==> config.mk <==
export PLATFORM = sky130hd
export DESIGN_NAME = nms_sequencer
export DESIGN_NICKNAME = d
export VERILOG_FILES = /design/src/nms_pkg.sv /design/src/nms_sequencer.sv
export SDC_FILE = /design/constraint.sdc
export NUM_CORES = 1
export LEC_CHECK = 0
export BUFFER_PORTS_ARGS = -buffer_cell sky130_fd_sc_hd__buf_2
export CAP_MARGIN = 20
export CORE_AREA = 2 2 96 98
export DETAILED_ROUTE_END_ITERATION = 7
export DIE_AREA = 0 0 98 100
export PLACE_DENSITY = 0.81
export SLEW_MARGIN = 0
export SYNTH_ARGS = -nofsm -noshare
export SYNTH_HDL_FRONTEND = slang
export SYNTH_SLANG_ARGS = --single-unit
==> constraint.sdc <==
create_clock -name core_clk -period 5.6 [get_ports core_clk]
set_input_delay 1.4 -clock core_clk [delete_from_list [all_inputs] [get_ports core_clk]]
set_output_delay 1.4 -clock core_clk [all_outputs]
set_load 0.02 [all_outputs]
==> src/nms_pkg.sv <==
package nms_pkg;
    localparam int WORD_W = 16;
    localparam int NIB_W = 4;
    localparam logic [1:0] LAST_NIB = 2'h3;
    localparam logic [15:0] PC_RESET = 16'h0000;
    // Instruction word: field positions as word bit indices
    localparam int IR_ALC = 15;
    localparam int IR_CLASS_LO = 13;
    localparam int IR_OP_LO = 11;
    localparam int IR_ACC_LO = 11;
    localparam int IR_IND = 10;
    localparam int IR_MODE_LO = 8;
    localparam int IR_SIGN = 7;
    localparam logic [2:0] IO_CODE = 3'h3;
    localparam logic [2:0] LDA_CODE = 3'h1;
    localparam logic [2:0] STA_CODE = 3'h2;
    localparam logic [4:0] JMP_CODE = 5'h00;
    localparam logic [4:0] ISZ_CODE = 5'h02;
    localparam logic [4:0] DSZ_CODE = 5'h03;
    localparam logic [1:0] PAGE_ZERO = 2'h0;
    typedef enum logic [1:0] {NMS_FETCH, NMS_DEFER, NMS_EXEC} nms_major_t;
    typedef enum logic [1:0] {NMS_T0, NMS_MEM, NMS_LOOP, NMS_T3} nms_slot_t;
endpackage : nms_pkg

==> src/nms_sequencer.sv <==
`timescale 1ns/1ps
module nms_sequencer
    import nms_pkg::*;
(
    input wire logic core_clk,
    input wire logic resetn,
    input wire logic pc_enable_signal,
    output logic mem_rd_req,
    input wire logic mem_data_valid,
    input wire logic [WORD_W-1:0] mem_data,
    output logic [WORD_W-1:0] memory_address_register,
    output logic [WORD_W-1:0] memory_output_buffer,
    output logic memory_buffer_load,
    output logic [WORD_W-1:0] program_counter,
    output logic accumulator_load_strobe,
    output logic acc_read_strobe,
    output logic [NIB_W-1:0] acc_wr_nibble,
    input wire logic [NIB_W-1:0] acc_rd_nibble,
    output logic dest_acc_select_low,
    output logic dest_acc_select_high,
    output logic nibble_phase_a,
    output logic nibble_phase_b,
    output logic pulse_phase_zero,
    output logic pulse_phase_one,
    output logic phase_zero,
    output logic phase_three,
    output logic fetch_state,
    output logic defer_state,
    output logic execute_state,
    output logic effective_address_flag,
    output logic accumulator_flag_a,
    output logic test_skip_flag,
    output logic skip_flag,
    output logic adder_mode_line,
    output logic dest_mux_disable,
    output logic pc_to_buffer_strobe
);
    nms_major_t major;
    nms_slot_t slot;
    logic [1:0] nib;
    logic carry;
    logic [WORD_W-1:0] ir;
    logic [WORD_W-1:0] acb;
    logic zero_seen;
    logic last, in_t0, in_t3, in_loop, step;
    logic memref, is_jmp, is_isz, is_dsz, is_lda, is_sta, needs_exec;
    logic page_zero, add_one, cin;
    logic [NIB_W-1:0] mbo_nib, acb_nib, dst, src, res;
    logic [NIB_W:0] sum5;

    assign last = nib == LAST_NIB;
    assign in_t0 = slot == NMS_T0;
    assign in_t3 = slot == NMS_T3;
    assign in_loop = slot == NMS_LOOP;
    assign step = in_t0 || in_t3 || in_loop;
    assign fetch_state = major == NMS_FETCH;
    assign defer_state = major == NMS_DEFER;
    assign execute_state = major == NMS_EXEC;
    assign phase_zero = in_t0;
    assign phase_three = in_t3;
    assign nibble_phase_a = nib[0];
    assign nibble_phase_b = nib[1];
    assign pulse_phase_zero = step && nib == 2'h0;
    assign pulse_phase_one = in_t3 && !nib[1];

    assign memref = !ir[IR_ALC]
        && ir[IR_ALC:IR_CLASS_LO] != IO_CODE;
    assign is_jmp = ir[IR_ALC:IR_OP_LO] == JMP_CODE;
    assign is_isz = ir[IR_ALC:IR_OP_LO] == ISZ_CODE;
    assign is_dsz = ir[IR_ALC:IR_OP_LO] == DSZ_CODE;
    assign is_lda = ir[IR_ALC:IR_CLASS_LO] == LDA_CODE;
    assign is_sta = ir[IR_ALC:IR_CLASS_LO] == STA_CODE;
    assign needs_exec = is_isz || is_dsz || is_lda || is_sta;
    assign page_zero = ir[IR_MODE_LO+1:IR_MODE_LO] == PAGE_ZERO;
    assign dest_acc_select_low = ir[IR_ACC_LO];
    assign dest_acc_select_high = ir[IR_ACC_LO+1];

    assign mbo_nib = memory_output_buffer[{nib, 2'b00} +: NIB_W];
    assign acb_nib = acb[{nib, 2'b00} +: NIB_W];
    assign acc_wr_nibble = acb_nib;
    assign dest_mux_disable = fetch_state && in_t3
        && effective_address_flag && page_zero;
    assign add_one = (fetch_state && in_t0)
        || (execute_state && in_loop && is_isz);

    // Adder operand steering for the current nibble
    always_comb begin
        adder_mode_line = 1'b0;
        src = 4'h0;
        dst = mbo_nib;
        if (fetch_state && in_t3 && effective_address_flag) begin
            dst = dest_mux_disable ? 4'h0 : mbo_nib;
            if (!nib[1]) begin
                adder_mode_line = 1'b1;
                src = ir[{nib, 2'b00} +: NIB_W];
            end else begin
                adder_mode_line = ir[IR_SIGN] && !page_zero;
                src = 4'hf;
            end
        end else if (execute_state && in_loop && is_dsz) begin
            adder_mode_line = 1'b1;
            src = 4'hf;
        end
    end

    // Mode low adds nothing to A: a plain copy when carry is clear
    assign cin = (nib == 2'h0) ? add_one : carry;
    assign sum5 = {1'b0, dst} + {1'b0, adder_mode_line ? src : 4'h0}
        + {4'h0, cin};
    assign res = sum5[NIB_W-1:0];

    assign accumulator_load_strobe = accumulator_flag_a
        && fetch_state && in_t0;
    assign acc_read_strobe = execute_state && in_loop && is_sta;
    assign pc_to_buffer_strobe = in_t3 && (!fetch_state
        || (!effective_address_flag && !pc_enable_signal));
    assign memory_buffer_load = in_t3 && !fetch_state
        && nib == 2'h0;
    assign mem_rd_req = slot == NMS_MEM;

    // Slot, nibble and major state sequencing
    always_ff @(posedge core_clk or negedge resetn) begin
        if (!resetn) begin
            slot <= NMS_T0;
            nib <= 2'h0;
            major <= NMS_FETCH;
        end else begin
            if (step) begin
                nib <= nib + 2'h1;
            end
            case (slot)
                NMS_T0: if (last) begin
                    slot <= (execute_state && is_sta) ? NMS_LOOP : NMS_MEM;
                end
                NMS_MEM: if (mem_data_valid) begin
                    slot <= (execute_state && (is_isz || is_dsz))
                        ? NMS_LOOP : NMS_T3;
                end
                NMS_LOOP: if (last) begin
                    slot <= NMS_T3;
                end
                NMS_T3: if (last) begin
                    slot <= NMS_T0;
                    if (!fetch_state || skip_flag) begin
                        major <= NMS_FETCH;
                    end else if (effective_address_flag && is_jmp
                            && ir[IR_IND]) begin
                        major <= NMS_DEFER;
                    end else if (effective_address_flag && needs_exec) begin
                        major <= NMS_EXEC;
                    end else begin
                        major <= NMS_FETCH;
                    end
                end
                default: slot <= NMS_T0;
            endcase
        end
    end

    always_ff @(posedge core_clk or negedge resetn) begin
        if (!resetn) begin
            carry <= 1'b0;
        end else begin
            carry <= step ? sum5[NIB_W] : 1'b0;
        end
    end

    always_ff @(posedge core_clk or negedge resetn) begin
        if (!resetn) begin
            memory_address_register <= PC_RESET;
        end else if (in_t0 && nib == 2'h0) begin
            memory_address_register <= memory_output_buffer;
        end
    end

    always_ff @(posedge core_clk or negedge resetn) begin
        if (!resetn) begin
            ir <= '0;
        end else if (slot == NMS_MEM && mem_data_valid && fetch_state) begin
            ir <= mem_data;
        end
    end

    // Memory output buffer: memory word, EA, PC, accumulator, count
    always_ff @(posedge core_clk or negedge resetn) begin
        if (!resetn) begin
            memory_output_buffer <= PC_RESET;
        end else if (slot == NMS_MEM) begin
            if (mem_data_valid && !fetch_state) begin
                memory_output_buffer <= mem_data;
            end
        end else if (fetch_state && in_t3) begin
            if (effective_address_flag) begin
                memory_output_buffer[{nib, 2'b00} +: NIB_W] <= res;
            end else if (pc_to_buffer_strobe) begin
                memory_output_buffer[{nib, 2'b00} +: NIB_W] <=
                    program_counter[{nib, 2'b00} +: NIB_W];
            end
        end else if (execute_state && in_t3) begin
            memory_output_buffer[{nib, 2'b00} +: NIB_W] <=
                program_counter[{nib, 2'b00} +: NIB_W];
        end else if (execute_state && in_loop) begin
            memory_output_buffer[{nib, 2'b00} +: NIB_W] <=
                is_sta ? acc_rd_nibble : res;
        end
    end

    // Defer keeps the buffer: its word is already the new PC
    always_ff @(posedge core_clk or negedge resetn) begin
        if (!resetn) begin
            program_counter <= PC_RESET;
        end else if (fetch_state && in_t0) begin
            program_counter[{nib, 2'b00} +: NIB_W] <= res;
        end else if (fetch_state && in_t3 && effective_address_flag
                && is_jmp) begin
            program_counter[{nib, 2'b00} +: NIB_W] <= res;
        end else if (defer_state && in_t3) begin
            program_counter[{nib, 2'b00} +: NIB_W] <= mbo_nib;
        end
    end

    always_ff @(posedge core_clk or negedge resetn) begin
        if (!resetn) begin
            acb <= '0;
        end else if (execute_state && in_t3 && !is_sta) begin
            acb[{nib, 2'b00} +: NIB_W] <= res;
        end
    end

    always_ff @(posedge core_clk or negedge resetn) begin
        if (!resetn) begin
            effective_address_flag <= 1'b0;
        end else if (slot == NMS_MEM && mem_data_valid && fetch_state) begin
            effective_address_flag <= !skip_flag
                && !mem_data[IR_ALC]
                && mem_data[IR_ALC:IR_CLASS_LO] != IO_CODE;
        end else if (in_t3 && last) begin
            effective_address_flag <= 1'b0;
        end
    end

    always_ff @(posedge core_clk or negedge resetn) begin
        if (!resetn) begin
            accumulator_flag_a <= 1'b0;
        end else if (slot == NMS_MEM && mem_data_valid && execute_state
                && is_lda) begin
            accumulator_flag_a <= 1'b1;
        end else if (fetch_state && in_t0 && last) begin
            accumulator_flag_a <= 1'b0;
        end
    end

    always_ff @(posedge core_clk or negedge resetn) begin
        if (!resetn) begin
            test_skip_flag <= 1'b0;
        end else if (execute_state && in_t3 && last
                && (is_isz || is_dsz)) begin
            test_skip_flag <= 1'b1;
        end else if (fetch_state && in_t0 && last) begin
            test_skip_flag <= 1'b0;
        end
    end

    // Zero test rides on the acc buffer shifting out in the next T0
    always_ff @(posedge core_clk or negedge resetn) begin
        if (!resetn) begin
            zero_seen <= 1'b0;
            skip_flag <= 1'b0;
        end else if (fetch_state && in_t0) begin
            zero_seen <= zero_seen || (|acb_nib);
            if (last) begin
                skip_flag <= test_skip_flag
                    && !(zero_seen || (|acb_nib));
            end
        end else if (in_t3 && last) begin
            zero_seen <= 1'b0;
            skip_flag <= 1'b0;
        end
    end

    chk_wb_load: assert property (
        @(posedge core_clk) disable iff (!resetn)
        execute_state && $rose(phase_three)
        |-> memory_buffer_load ##1 !memory_buffer_load)
        else $error("write-back load not one cycle at phase three");
    chk_copy_mode: assert property (
        @(posedge core_clk) disable iff (!resetn)
        execute_state && phase_three |-> !adder_mode_line)
        else $error("adder mode active during write-back");
    chk_pc_strobe: assert property (
        @(posedge core_clk) disable iff (!resetn)
        (defer_state || execute_state) && phase_three
        |-> pc_to_buffer_strobe)
        else $error("pc strobe missing in defer or execute");
    chk_test_set: assert property (
        @(posedge core_clk) disable iff (!resetn)
        execute_state && in_t3 && last && (is_isz || is_dsz)
        |=> test_skip_flag && fetch_state && phase_zero)
        else $error("skip test not set after increment cycle");
    chk_no_store: assert property (
        @(posedge core_clk) disable iff (!resetn)
        fetch_state && phase_zero && !accumulator_flag_a
        |-> !accumulator_load_strobe)
        else $error("accumulator stored without accumulator_flag_a flag");
    chk_skip_refetch: assert property (
        @(posedge core_clk) disable iff (!resetn)
        skip_flag && fetch_state && in_t3 && last
        |-> !effective_address_flag ##1 fetch_state && phase_zero)
        else $error("skip did not force a new fetch");
    chk_ea_set: assert property (
        @(posedge core_clk) disable iff (!resetn)
        fetch_state && $rose(phase_three) && !skip_flag && memref
        |-> effective_address_flag)
        else $error("effective address flag not set");
    chk_page_zero: assert property (
        @(posedge core_clk) disable iff (!resetn)
        effective_address_flag && fetch_state && phase_three
        |-> dest_mux_disable == page_zero)
        else $error("destination mux disable wrong");
    chk_mode_low: assert property (
        @(posedge core_clk) disable iff (!resetn)
        effective_address_flag && phase_three && !nib[1]
        |-> adder_mode_line)
        else $error("adder mode low in first address nibbles");
    chk_sign_ext: assert property (
        @(posedge core_clk) disable iff (!resetn)
        effective_address_flag && phase_three && nib[1]
        |-> adder_mode_line == (ir[IR_SIGN] && !page_zero))
        else $error("sign extension mode wrong");
    chk_accumulator_flag_a_eight: assert property (
        @(posedge core_clk) disable iff (!resetn)
        $rose(accumulator_flag_a)
        |-> accumulator_flag_a[*8] ##1 !accumulator_flag_a)
        else $error("accumulator_flag_a flag not eight clocks");
    chk_nib_order: assert property (
        @(posedge core_clk) disable iff (!resetn)
        $rose(phase_three) |-> !nibble_phase_a && !nibble_phase_b
        ##1 nibble_phase_a && !nibble_phase_b
        ##1 !nibble_phase_a && nibble_phase_b
        ##1 nibble_phase_a && nibble_phase_b)
        else $error("nibble phase order wrong");
endmodule : nms_sequencer

# Yosys cells after proc, flatten, opt, wreduce, memory -nomap -nowiden
# Cells that the tools add are included.
# word_totals
ff_bits,92
latchBits,0
mem_bits_rw,0
rom_bits,0
input_bits,24
output_inout_bits,74
word_cells,164
mem_count,0
# op_classes
add_sub_neg,4
n_mul,0
div_mod_pow,0
order_cmp,0
n_eq_ne,18
n_shift,9
mux,46
bitwise,0
reduce_logical,73
# ops
op,n
16-bit 2-to-1 mux,10
16-bit bitwise mux,6
16-bit by 5-bit variable part select with 4-bit output,4
4-bit by 6-bit variable part select with 16-bit output,4
1-bit logical AND,39
4-bit 2-to-1 mux,7
2-bit 2-to-1 mux,8
4-bit by 6-bit variable shift with 16-bit output (first input constant),1
1-bit 2-to-1 mux,14
5-bit by 2-bit == test with 1-bit output (second input constant),2
1-bit zero test,9
1-bit logical OR,9
2-bit == test (second input constant),4
2-bit zero test,4
2-bit inequality test (second input constant),4
2-bit one-hot mux with 4 select lines,1
2-bit nonzero test,4
4-bit negation with 6-bit output,1
4-bit by 4-bit adder with 5-bit output,1
5-bit by 1-bit adder with 5-bit output,1
5-bit zero test,1
2-bit by 1-bit == test with 1-bit output (second input constant),2
2-bit by 1-bit inequality test with 1-bit output (second input constant),2
4-bit inequality test (second input constant),1
10 further kinds,11

# Depth between registers and ports, before layout
# Gate-level depths: netlist of run 1.
# depth
word_depth,15
depth_mapped,14
depth_no_buf,12

# Worst setup path before layout of run 1
# OpenSTA, ideal clock, no wires.
# synth_timing
path_type,reg-to-reg
startpoint,reg major[1]
endpoint,reg memory_output_buffer[1]
setup_time_ns,0.096
arrival_time_ns,3.243
required_ns,5.504
slack_ns,2.262
path_stages_with_launch,12
path_cell_list,dfrtp_1 buf_4 nor2_1 nand3_1 or3_1 and2_1 fa_1 inv_1 fa_1 o21ai_0 a221oi_1 o31ai_1
# synth_via
elab_chain_len,15
elab_cells_between_ends,39
cone_classes,add/sub (2); eq/ne (3); shift (2); mux (16); reduce/logical (16)
# synth_rtl
element,line,source
"start, declared",nms_sequencer.sv:38,nms_major_t major;
"start signal, assigned",nms_sequencer.sv:126,major <= NMS_FETCH;
"start signal, assigned",nms_sequencer.sv:145,major <= NMS_FETCH;
"start signal, assigned",nms_sequencer.sv:148,major <= NMS_DEFER;
2-bit zero test (*),nms_sequencer.sv:56,assign fetch_state = major == NMS_FETCH;
via fetch_state,nms_sequencer.sv:27,"output logic fetch_state,"
1-bit logical AND,"nms_sequencer.sv:81, nms_sequencer.sv:91, nms_sequencer.sv:192",
1-bit logical AND,"nms_sequencer.sv:82, nms_sequencer.sv:91",
1-bit logical AND,nms_sequencer.sv:82,&& effective_address_flag && page_zero;
4-bit 2-to-1 mux,nms_sequencer.sv:92,dst = dest_mux_disable ? 4'h0 : mbo_nib;
4-bit 2-to-1 mux,nms_sequencer.sv:91,if (fetch_state && in_t3 && effective_address_flag) begin
4-bit by 4-bit adder with 5-bit output,nms_sequencer.sv:108,"assign sum5 = {1'b0, dst} + {1'b0, adder_mode_line ? src : 4'h0}"
5-bit by 1-bit adder with 5-bit output,nms_sequencer.sv:109,"+ {4'h0, cin};"
4-bit 2-to-1 mux,nms_sequencer.sv:204,is_sta ? acc_rd_nibble : res;
4-bit by 6-bit variable part select with 16-bit output,nms_sequencer.sv:203,"memory_output_buffer[{nib, 2'b00} +: NIB_W] <="
16-bit bitwise mux,nms_sequencer.sv:203,
16-bit 2-to-1 mux,nms_sequencer.sv:202,end else if (execute_state && in_loop) begin
16-bit 2-to-1 mux,nms_sequencer.sv:199,end else if (execute_state && in_t3) begin
16-bit 2-to-1 mux,nms_sequencer.sv:192,end else if (fetch_state && in_t3) begin
16-bit 2-to-1 mux,nms_sequencer.sv:188,end else if (slot == NMS_MEM) begin
"end signal, assigned",nms_sequencer.sv:190,memory_output_buffer <= mem_data;
"end signal, assigned by index",nms_sequencer.sv:200,"memory_output_buffer[{nib, 2'b00} +: NIB_W] <="
"end signal, assigned by index",nms_sequencer.sv:203,
"end, declared",nms_sequencer.sv:12,"output logic [WORD_W-1:0] memory_output_buffer,"
# The timed path passes the listed nets; every way through them passes the cells marked *. The select of a mux whose other input is x is not followed.
# A chain may end at the register's enable or synchronous reset.

# Worst setup path after layout of run 1
# layout_timing
startpoint,reg slot[0]
endpoint,reg memory_output_buffer[1]
# layout_via
elab_chain_len,15
elab_cells_between_ends,38
cone_classes,add/sub (2); eq/ne (5); shift (2); mux (16); reduce/logical (13)
# layout_rtl
element,line,source
"start, declared",nms_sequencer.sv:39,nms_slot_t slot;
"start signal, assigned",nms_sequencer.sv:133,slot <= (execute_state && is_sta) ? NMS_LOOP : NMS_MEM;
"start signal, assigned",nms_sequencer.sv:136,slot <= (execute_state && (is_isz || is_dsz))
2-bit == test (on tied branches),"nms_sequencer.sv:54, nms_sequencer.sv:53",
1-bit logical AND (on tied branches),n/a,
1-bit logical AND (on tied branches),"nms_sequencer.sv:100, nms_sequencer.sv:82, nms_sequencer.sv:91",
"4-bit 2-to-1 mux, or another cell as far along",nms_sequencer.sv:100,end else if (execute_state && in_loop && is_dsz) begin
"4-bit 2-to-1 mux, or another cell as far along",nms_sequencer.sv:91,
4-bit 2-to-1 mux (on tied branches),"nms_sequencer.sv:108, nms_sequencer.sv:91",
4-bit by 4-bit adder with 5-bit output,nms_sequencer.sv:108,
5-bit by 1-bit adder with 5-bit output,nms_sequencer.sv:109,
4-bit 2-to-1 mux,nms_sequencer.sv:204,
4-bit by 6-bit variable part select with 16-bit output,nms_sequencer.sv:203,
16-bit bitwise mux,nms_sequencer.sv:203,
16-bit 2-to-1 mux,nms_sequencer.sv:202,
16-bit 2-to-1 mux,nms_sequencer.sv:199,
16-bit 2-to-1 mux,nms_sequencer.sv:192,
16-bit 2-to-1 mux,nms_sequencer.sv:188,
# Parallel ways exist; a longest one is shown, timed or not. The select of a mux whose other input is x is not followed.

==> impl_metrics.tcl, run 1 <==
set metrics [dict create \
    drt_drc_violations_left 0 \
    globalRouteOverflowTotal 0 \
    detail_route.vias_per_cell 6.71 \
    power_uw 3650 \
    io_buffers 97 \
    die_height_um 100 \
    timing.final.crit_share 0.696 \
    ys_warnings 0 \
    clock_tree_from_tritoncts "done" \
    period_needed_ns 3.90 \
    worst-setup-path-type "flop to flop" \
    setup_viol 0 \
    cp_max_fo 19 \
    wl_um 15600 \
    number_of_enable_type_register_cells_in_the_synthesized_netlist 0 \
    floorplan.core_area_mm2 0.00889 \
    share_of_flip_flops_with_an_asynchronous_set_or_reset 1.00 \
    cts-resized-gates 0 \
    avgSynthCellArea_um2 10.6 \
    max-vdd-ir-drop_v 0.000318 \
    maxcap_viol_count 0 \
    timing_worst_slew_pin_value_ns 0.883 \
    cts_made_buffers 9 \
    fill_cells 715 \
    number_of_antenna_violations_at_the_first_check_in_global_routing 0 \
    regToRegSetupSlack_ns 1.70 \
    maxSlewViolCount 0 \
    max_freq_mhz 257 \
    final.setup_skew_ns 0.0171 \
    grt_pass1_vias 4326 \
    highest_count_cells_in_the_layout_ignoring_fill_and_taps "buf_2 (96), dfrtp_1 (92), nand2_1 (50), nor2_1 (30), mux2_2 (29)" \
    cts_buffer_depth 2 \
    wire_per_inst_um 22.5 \
    syn_nets 520 \
    finalWeightedCongestion 0.931 \
    power_per_unit_of_standard_cell_area_mw_per_mm2 618 \
    yosysUniqueCellTypes 53 \
    first_iter_violations 414 \
    cts.clk_slew.worst_paths_ns 0.10 \
    drt.antenna.violating_nets 0 \
    grt_start_max_net_pins 52 \
    synth_flop_cell "dfrtp_1" \
    start_util 0.576 \
    rsz0062_at_grt "false" \
    die_w_um 98 \
    layout_commonest_cell "buf_2" \
    synthesis.instances 482 \
    placedInstanceArea_mm2 0.00569 \
    synth.yosys.seq_area_share 0.449 \
    synth.ff_latch_count 92 \
    finalCoreUtilization 0.664 \
    dp_hpwl_um 11500 \
    total_leakage_power_uw 0.00286 \
    min_path_type "flop to flop" \
    diodes 0 \
    fp.dieArea_mm2 0.00980 \
    post_route_cells_drive_above_1_share 0.282 \
    first_pass_grt_wire_length_um 24100 \
    final_nets 614 \
    run_status "finished, final reports clean" \
    drt_pass1_iterations 5 \
    setup_tns_ns 0 \
    critPathRequiredTime_ns 5.86 \
    critical_path_arrival_ns 4.16 \
    worst_max_slew_margin_expressed_relative_to_the_limit 0.411 \
    syn2layout_area_growth_pct 15.2 \
    number_of_top_level_design_ports 98 \
    cts.repair_timing.setup_buffer_count 0 \
    worst_skew_pair.late_latency_ns 0.36 \
    num_vias 4641 \
    synthesis.area_mm2 0.00512 \
    timing.hold.worst_path_depth 2 \
    hold_buffers 0 \
    clock_sink_count 92 \
    clock_tree.htree_level_count 3 \
    element_type_at_the_critical_path_end "flop" \
    groute.usage.overall 0.317 \
    floorplan.rows 35 \
    timing.reg2reg.worst_path_depth 10 \
    fin_area_mm2 0.00590 \
    hold_viol 0 \
    crit_path_start_kind "flop" \
    clock_tree.root_cell "clkbuf_8" \
]
-- per-stage QoR --
step	setup WS (ns)	hold slack, ns	instances
detailed placement	1.83	0.480	675
global route	1.46	0.520	692
floorplan	2.26	0.441	482
global placement	2.02	0.458	675
finish	1.70	0.504	692
CTS	1.81	0.500	691
-- area by class of cell --
cell class / count / area, um2 / area share
Sequential cell: 92 / 2300 / 0.390
Timing Repair Buffer: 104 / 538 / 0.0911
Multi-Input combinational cell: 344 / 2620 / 0.444
Clock inverter: 6 / 70.1 / 0.0119
Clock buffer: 10 / 138 / 0.0233
Tap cell: 111 / 139 / 0.0235
Inverter: 25 / 93.8 / 0.0159
-- layer usage --
| layer | track usage | wire, um | vias up |
|---|---|---|---|
| met5 | 0 | 0 | - |
| met4 | 0.115 | 434 | 0 |
| met3 | 0.0550 | 1440 | 42 |
| met2 | 0.489 | 7290 | 297 |
| met1 | 0.455 | 6400 | 2307 |
| li1 | - | - | 1995 |
-- cells by family (layout without fill, tap and decap cells) --
| family | Yosys count | after routing | share of synthesized area |
|---|---|---|---|
| buf+inv | 46 | 145 | 0.0386 |
| mux | 49 | 49 | 0.125 |
| compound gates | 138 | 138 | 0.206 |
| flops | 92 | 92 | 0.449 |
| simple gates | 140 | 140 | 0.138 |
| xor+xnor | 3 | 3 | 0.00513 |
| fa+ha+maj | 14 | 14 | 0.0371 |
-- synthesized netlist by cell type, types with 3 or more instances --
master	count	area share
dfrtp_1	92	0.45
nand2_1	50	0.037
nor2_1	30	0.022
mux2_2	29	0.064
inv_1	25	0.018
a22o_1	23	0.039
o21ai_0	20	0.020
a21oi_1	19	0.019
o31ai_1	17	0.025
o2bb2ai_1	15	0.026
nand3_1	13	0.013
a221oi_1	12	0.021
ha_1	12	0.029
mux2i_1	12	0.023
buf_2	8	0.0078
clkbuf_1	8	0.0059
a31oi_1	7	0.0085
and3_1	7	0.0085
nor2b_1	7	0.0085
and2_1	6	0.0073
nor3b_1	6	0.0088
nor3_1	5	0.0049
mux4_1	4	0.021
mux4_2	4	0.018
o22ai_1	4	0.0049
o32ai_2	4	0.013
a21o_1	3	0.0044
a221o_1	3	0.0059
nand2b_1	3	0.0037
-- report_power, final --
group | switching [uW] | internal, uW | leakage (uW)
sequential | 247 | 887 | 0.00122
combinational | 1320 | 727 | 0.00153
clock | 245 | 223 | 0.000107
total | 1810 | 1840 | 0.00286
-- worst max-delay path, cell delays in order (launching register included) --
cell	delay, ns
dfrtp_1	0.41
ha_1	0.57
nand3_1	0.17
or3_1	0.42
and2_1	0.18
fa_1	0.39
inv_1	0.10
fa_1	0.45
o21ai_0	0.56
a221oi_1	0.22
o31ai_1	0.29
-- worst paths after layout --
path	from	end
setup / recovery	slot[0]$_DFFE_PN0P_	memory_output_buffer[1]$_DFFE_PN0P_
hold / removal	memory_address_register[12]$_DFFE_PN0P_	memory_address_register[12]$_DFFE_PN0P_
setup reg to reg	slot[0]$_DFFE_PN0P_	memory_output_buffer[1]$_DFFE_PN0P_
hold reg to reg	memory_address_register[12]$_DFFE_PN0P_	memory_address_register[12]$_DFFE_PN0P_
max in group asynchronous	resetn	effective_address_flag$_DFFE_PN0P_
min in group asynchronous	resetn	program_counter[3]$_DFFE_PN0P_
-- registers in the layout, summed over array words and instances (netlist names) --
name                     flops
memory_output_buffer        16
test_skip_flag               1
accumulator_flag_a           1
zero_seen                    1
acb                         16
major                        2
effective_address_flag       1
memory_address_register     16
carry                        1
skip_flag                    1
ir                          16
nib                          2
slot                         2
program_counter             16
Note: power is estimated with default switching activity, not from simulation.
==> run 2: changes to the inputs <==
--- a/config.mk
+++ b/config.mk
@@ -7,10 +7,10 @@
 export LEC_CHECK = 0
 export BUFFER_PORTS_ARGS = -buffer_cell sky130_fd_sc_hd__buf_2
 export CAP_MARGIN = 20
-export CORE_AREA = 2 2 96 98
+export CORE_AREA = 2 2 105 107
 export DETAILED_ROUTE_END_ITERATION = 7
-export DIE_AREA = 0 0 98 100
-export PLACE_DENSITY = 0.81
+export DIE_AREA = 0 0 107 109
+export PLACE_DENSITY = 0.71
 export SLEW_MARGIN = 0
 export SYNTH_ARGS = -nofsm -noshare
 export SYNTH_HDL_FRONTEND = slang
==> constraint.sdc (replaced) <==
create_clock -name core_clk -period 3.4 [get_ports core_clk]
set_input_delay 0.85 -clock core_clk [delete_from_list [all_inputs] [get_ports core_clk]]
set_output_delay 0.85 -clock core_clk [all_outputs]
set_load 0.02 [all_outputs]
==> run 2 against run 1 <==
Setup slack got worse by 1.6 ns. Sequential share of layout area fell by 0.83 points. Routed wire length is 1.3% higher. Clock power increased by 38%. Combinational power is 72% higher. Via count shrank 2.1%. Critical path type unchanged. Largest power group unchanged.
==> impl_metrics.tcl, run 2 (synthesis results as in run 1) <==
set metrics [dict create \
    drt.antenna.violating_nets 0 \
    cts_made_buffers 9 \
    globalRouteOverflowTotal 0 \
    layout_commonest_cell "buf_2" \
    number_of_top_level_design_ports 98 \
    syn2layout_area_growth_pct 17.8 \
    timing.final.crit_share 0.957 \
    path_cells "buf_4, nor2_1, nand3_1, or3_1, buf_4, and2_1, ha_1, a21oi_1, a21oi_1, o31ai_1, a22o_1" \
    finalWeightedCongestion 0.941 \
    maxSlewViolCount 0 \
    clock_sink_count 92 \
    worst-path-buf-inv 2 \
    start_util 0.483 \
    wire_per_inst_um 21.5 \
    cts_buffer_depth 2 \
    fp.dieArea_mm2 0.0117 \
    post_route_cells_drive_above_1_share 0.304 \
    highest_count_cells_in_the_layout_ignoring_fill_and_taps "buf_2 (96), dfrtp_1 (91), nand2_1 (50), nor2_1 (29), mux2_2 (29)" \
    total_leakage_power_uw 0.00290 \
    cp_max_fo 12 \
    min_path_type "flop to flop" \
    period_needed_ns 3.25 \
    power_uw 6020 \
    drt_drc_violations_left 0 \
    timing.critical_path.max_delay_family "compound AO/OA/AOI/OAI gates" \
    worst_max_slew_margin_expressed_relative_to_the_limit 0.420 \
    clock_tree_from_tritoncts "done" \
    io_buffers 97 \
    gr-usage-met2 0.439 \
    num_vias 4544 \
    run_status "finished, final reports clean" \
    setup_slack_ns 0.147 \
    final_nets 629 \
    diodes 0 \
    dp_hpwl_um 11900 \
    crit_path_start_kind "flop" \
    pre_cts_ws_ns 0.0263 \
    critPathRequiredTime_ns 3.71 \
    worst-setup-path-type "flop to flop" \
    max_freq_mhz 307 \
    detail_route.vias_per_cell 6.18 \
    wl_um 15800 \
    grt-busiest-layer "met2" \
    number_of_antenna_violations_at_the_first_check_in_global_routing 0 \
    max-vdd-ir-drop_v 0.000448 \
    global_route.usage.met1 0.402 \
    final.setup_skew_ns 0.0161 \
    hold_viol 0 \
    groute.usage.overall 0.281 \
    worst_path_max_delay_cell "o31ai_1" \
    floorplan.rows 38 \
    clock_tree.root_cell "clkbuf_8" \
    die_height_um 109 \
    grt_pass1_vias 4335 \
    maxcap_viol_count 0 \
    gr-usage-met3 0.0329 \
    cts.clk_slew.worst_paths_ns 0.09 \
    first_iter_violations 375 \
    die_w_um 107 \
    worst_skew_pair.late_latency_ns 0.38 \
    element_type_at_the_critical_path_end "flop" \
    clock_tree.htree_level_count 3 \
    timing.critical_path.slowest_cell_delay_ns 0.67 \
    power_per_unit_of_standard_cell_area_mw_per_mm2 997 \
    setup_viol 0 \
    critical_path_arrival_ns 3.56 \
    floorplan.core_area_mm2 0.0106 \
    hold_buffers 0 \
    grt_start_max_net_pins 60 \
    first_pass_grt_wire_length_um 24800 \
    timing_worst_slew_pin_value_ns 0.868 \
    drt_pass1_iterations 5 \
]
[run 2: changes by cell type in the layout (fill, tap and decap cells not counted), sizes merged]
cell      before  now
buf          103  119
clkinvlp       0    3
clkinv         3    1
inv           27   25
bufinv         1    0
[run 2: cell type report]
| class | count | area [um2] |
|---|---|---|
| tap | 140 | 175 |
| multi-input combinational | 344 | 2640 |
| clock buffer | 11 | 131 |
| clock inverter | 4 | 27.5 |
| fill | 958 | 4570 |
| timing repair buffer | 119 | 666 |
| inverter | 25 | 93.8 |
| sequential | 92 | 2300 |
[run 2: where the power goes]
| part | internal, uW | switching, uW | leakage (uW) |
|---|---|---|---|
| combinational | 1310 | 2210 | 0.00161 |
| clock | 261 | 387 | 0.0000714 |
| sequential | 1460 | 380 | 0.00122 |
| total | 3040 | 2980 | 0.00290 |
[run 2: path summary, 6_finish.rpt]
path                                                    startpoint                                 endpoint  slack [ns]  cells past startpoint
max                                           major[0]$_DFFE_PN0P_          program_counter[11]$_DFFE_PN0P_        0.15                     11
min                        memory_address_register[12]$_DFFE_PN0P_  memory_address_register[12]$_DFFE_PN0P_        0.48                      2
min reg2reg                memory_address_register[12]$_DFFE_PN0P_  memory_address_register[12]$_DFFE_PN0P_        0.48                      2
max reg2reg                                   major[0]$_DFFE_PN0P_          program_counter[11]$_DFFE_PN0P_        0.15                     11
min in group asynchronous                                   resetn           program_counter[3]$_DFFE_PN0P_        0.53                      1
max in group asynchronous                                   resetn                      acb[14]$_DFFE_PN0P_        2.22                      2
[run 2: what timing repair did]
action	in CTS	in global routing
setup buffers	0	0
resized for setup	0	6
endpoints found under the setup margin	0	15
[run 2: per-layer routing]
| layer | wire [um] | vias to the layer above |
|---|---|---|
| met3 | 1110 | 49 |
| met2 | 7260 | 248 |
| met5 | 0 | - |
| li1 | - | 2024 |
| met4 | 601 | 0 |
| met1 | 6790 | 2223 |
[run 2: metrics by stage]
step	instance area (um2)	instances	TNS (ns)	hold slack, ns	utilization
after global routing	6030	735	-0.00346	0.517	0.569
after CTS	6020	735	0	0.487	0.568
after detailed placement	5860	720	0	0.466	0.553
after global placement	5860	720	0	0.459	0.553
final	6030	735	0	0.483	0.569
after floorplan	5120	482	0	0.441	-
[run 2: worst min-delay path, cell delays in order (launching register included)]
cell	delay, ns
dfrtp_1	0.35
nand2_1	0.04
o21ai_0	0.05
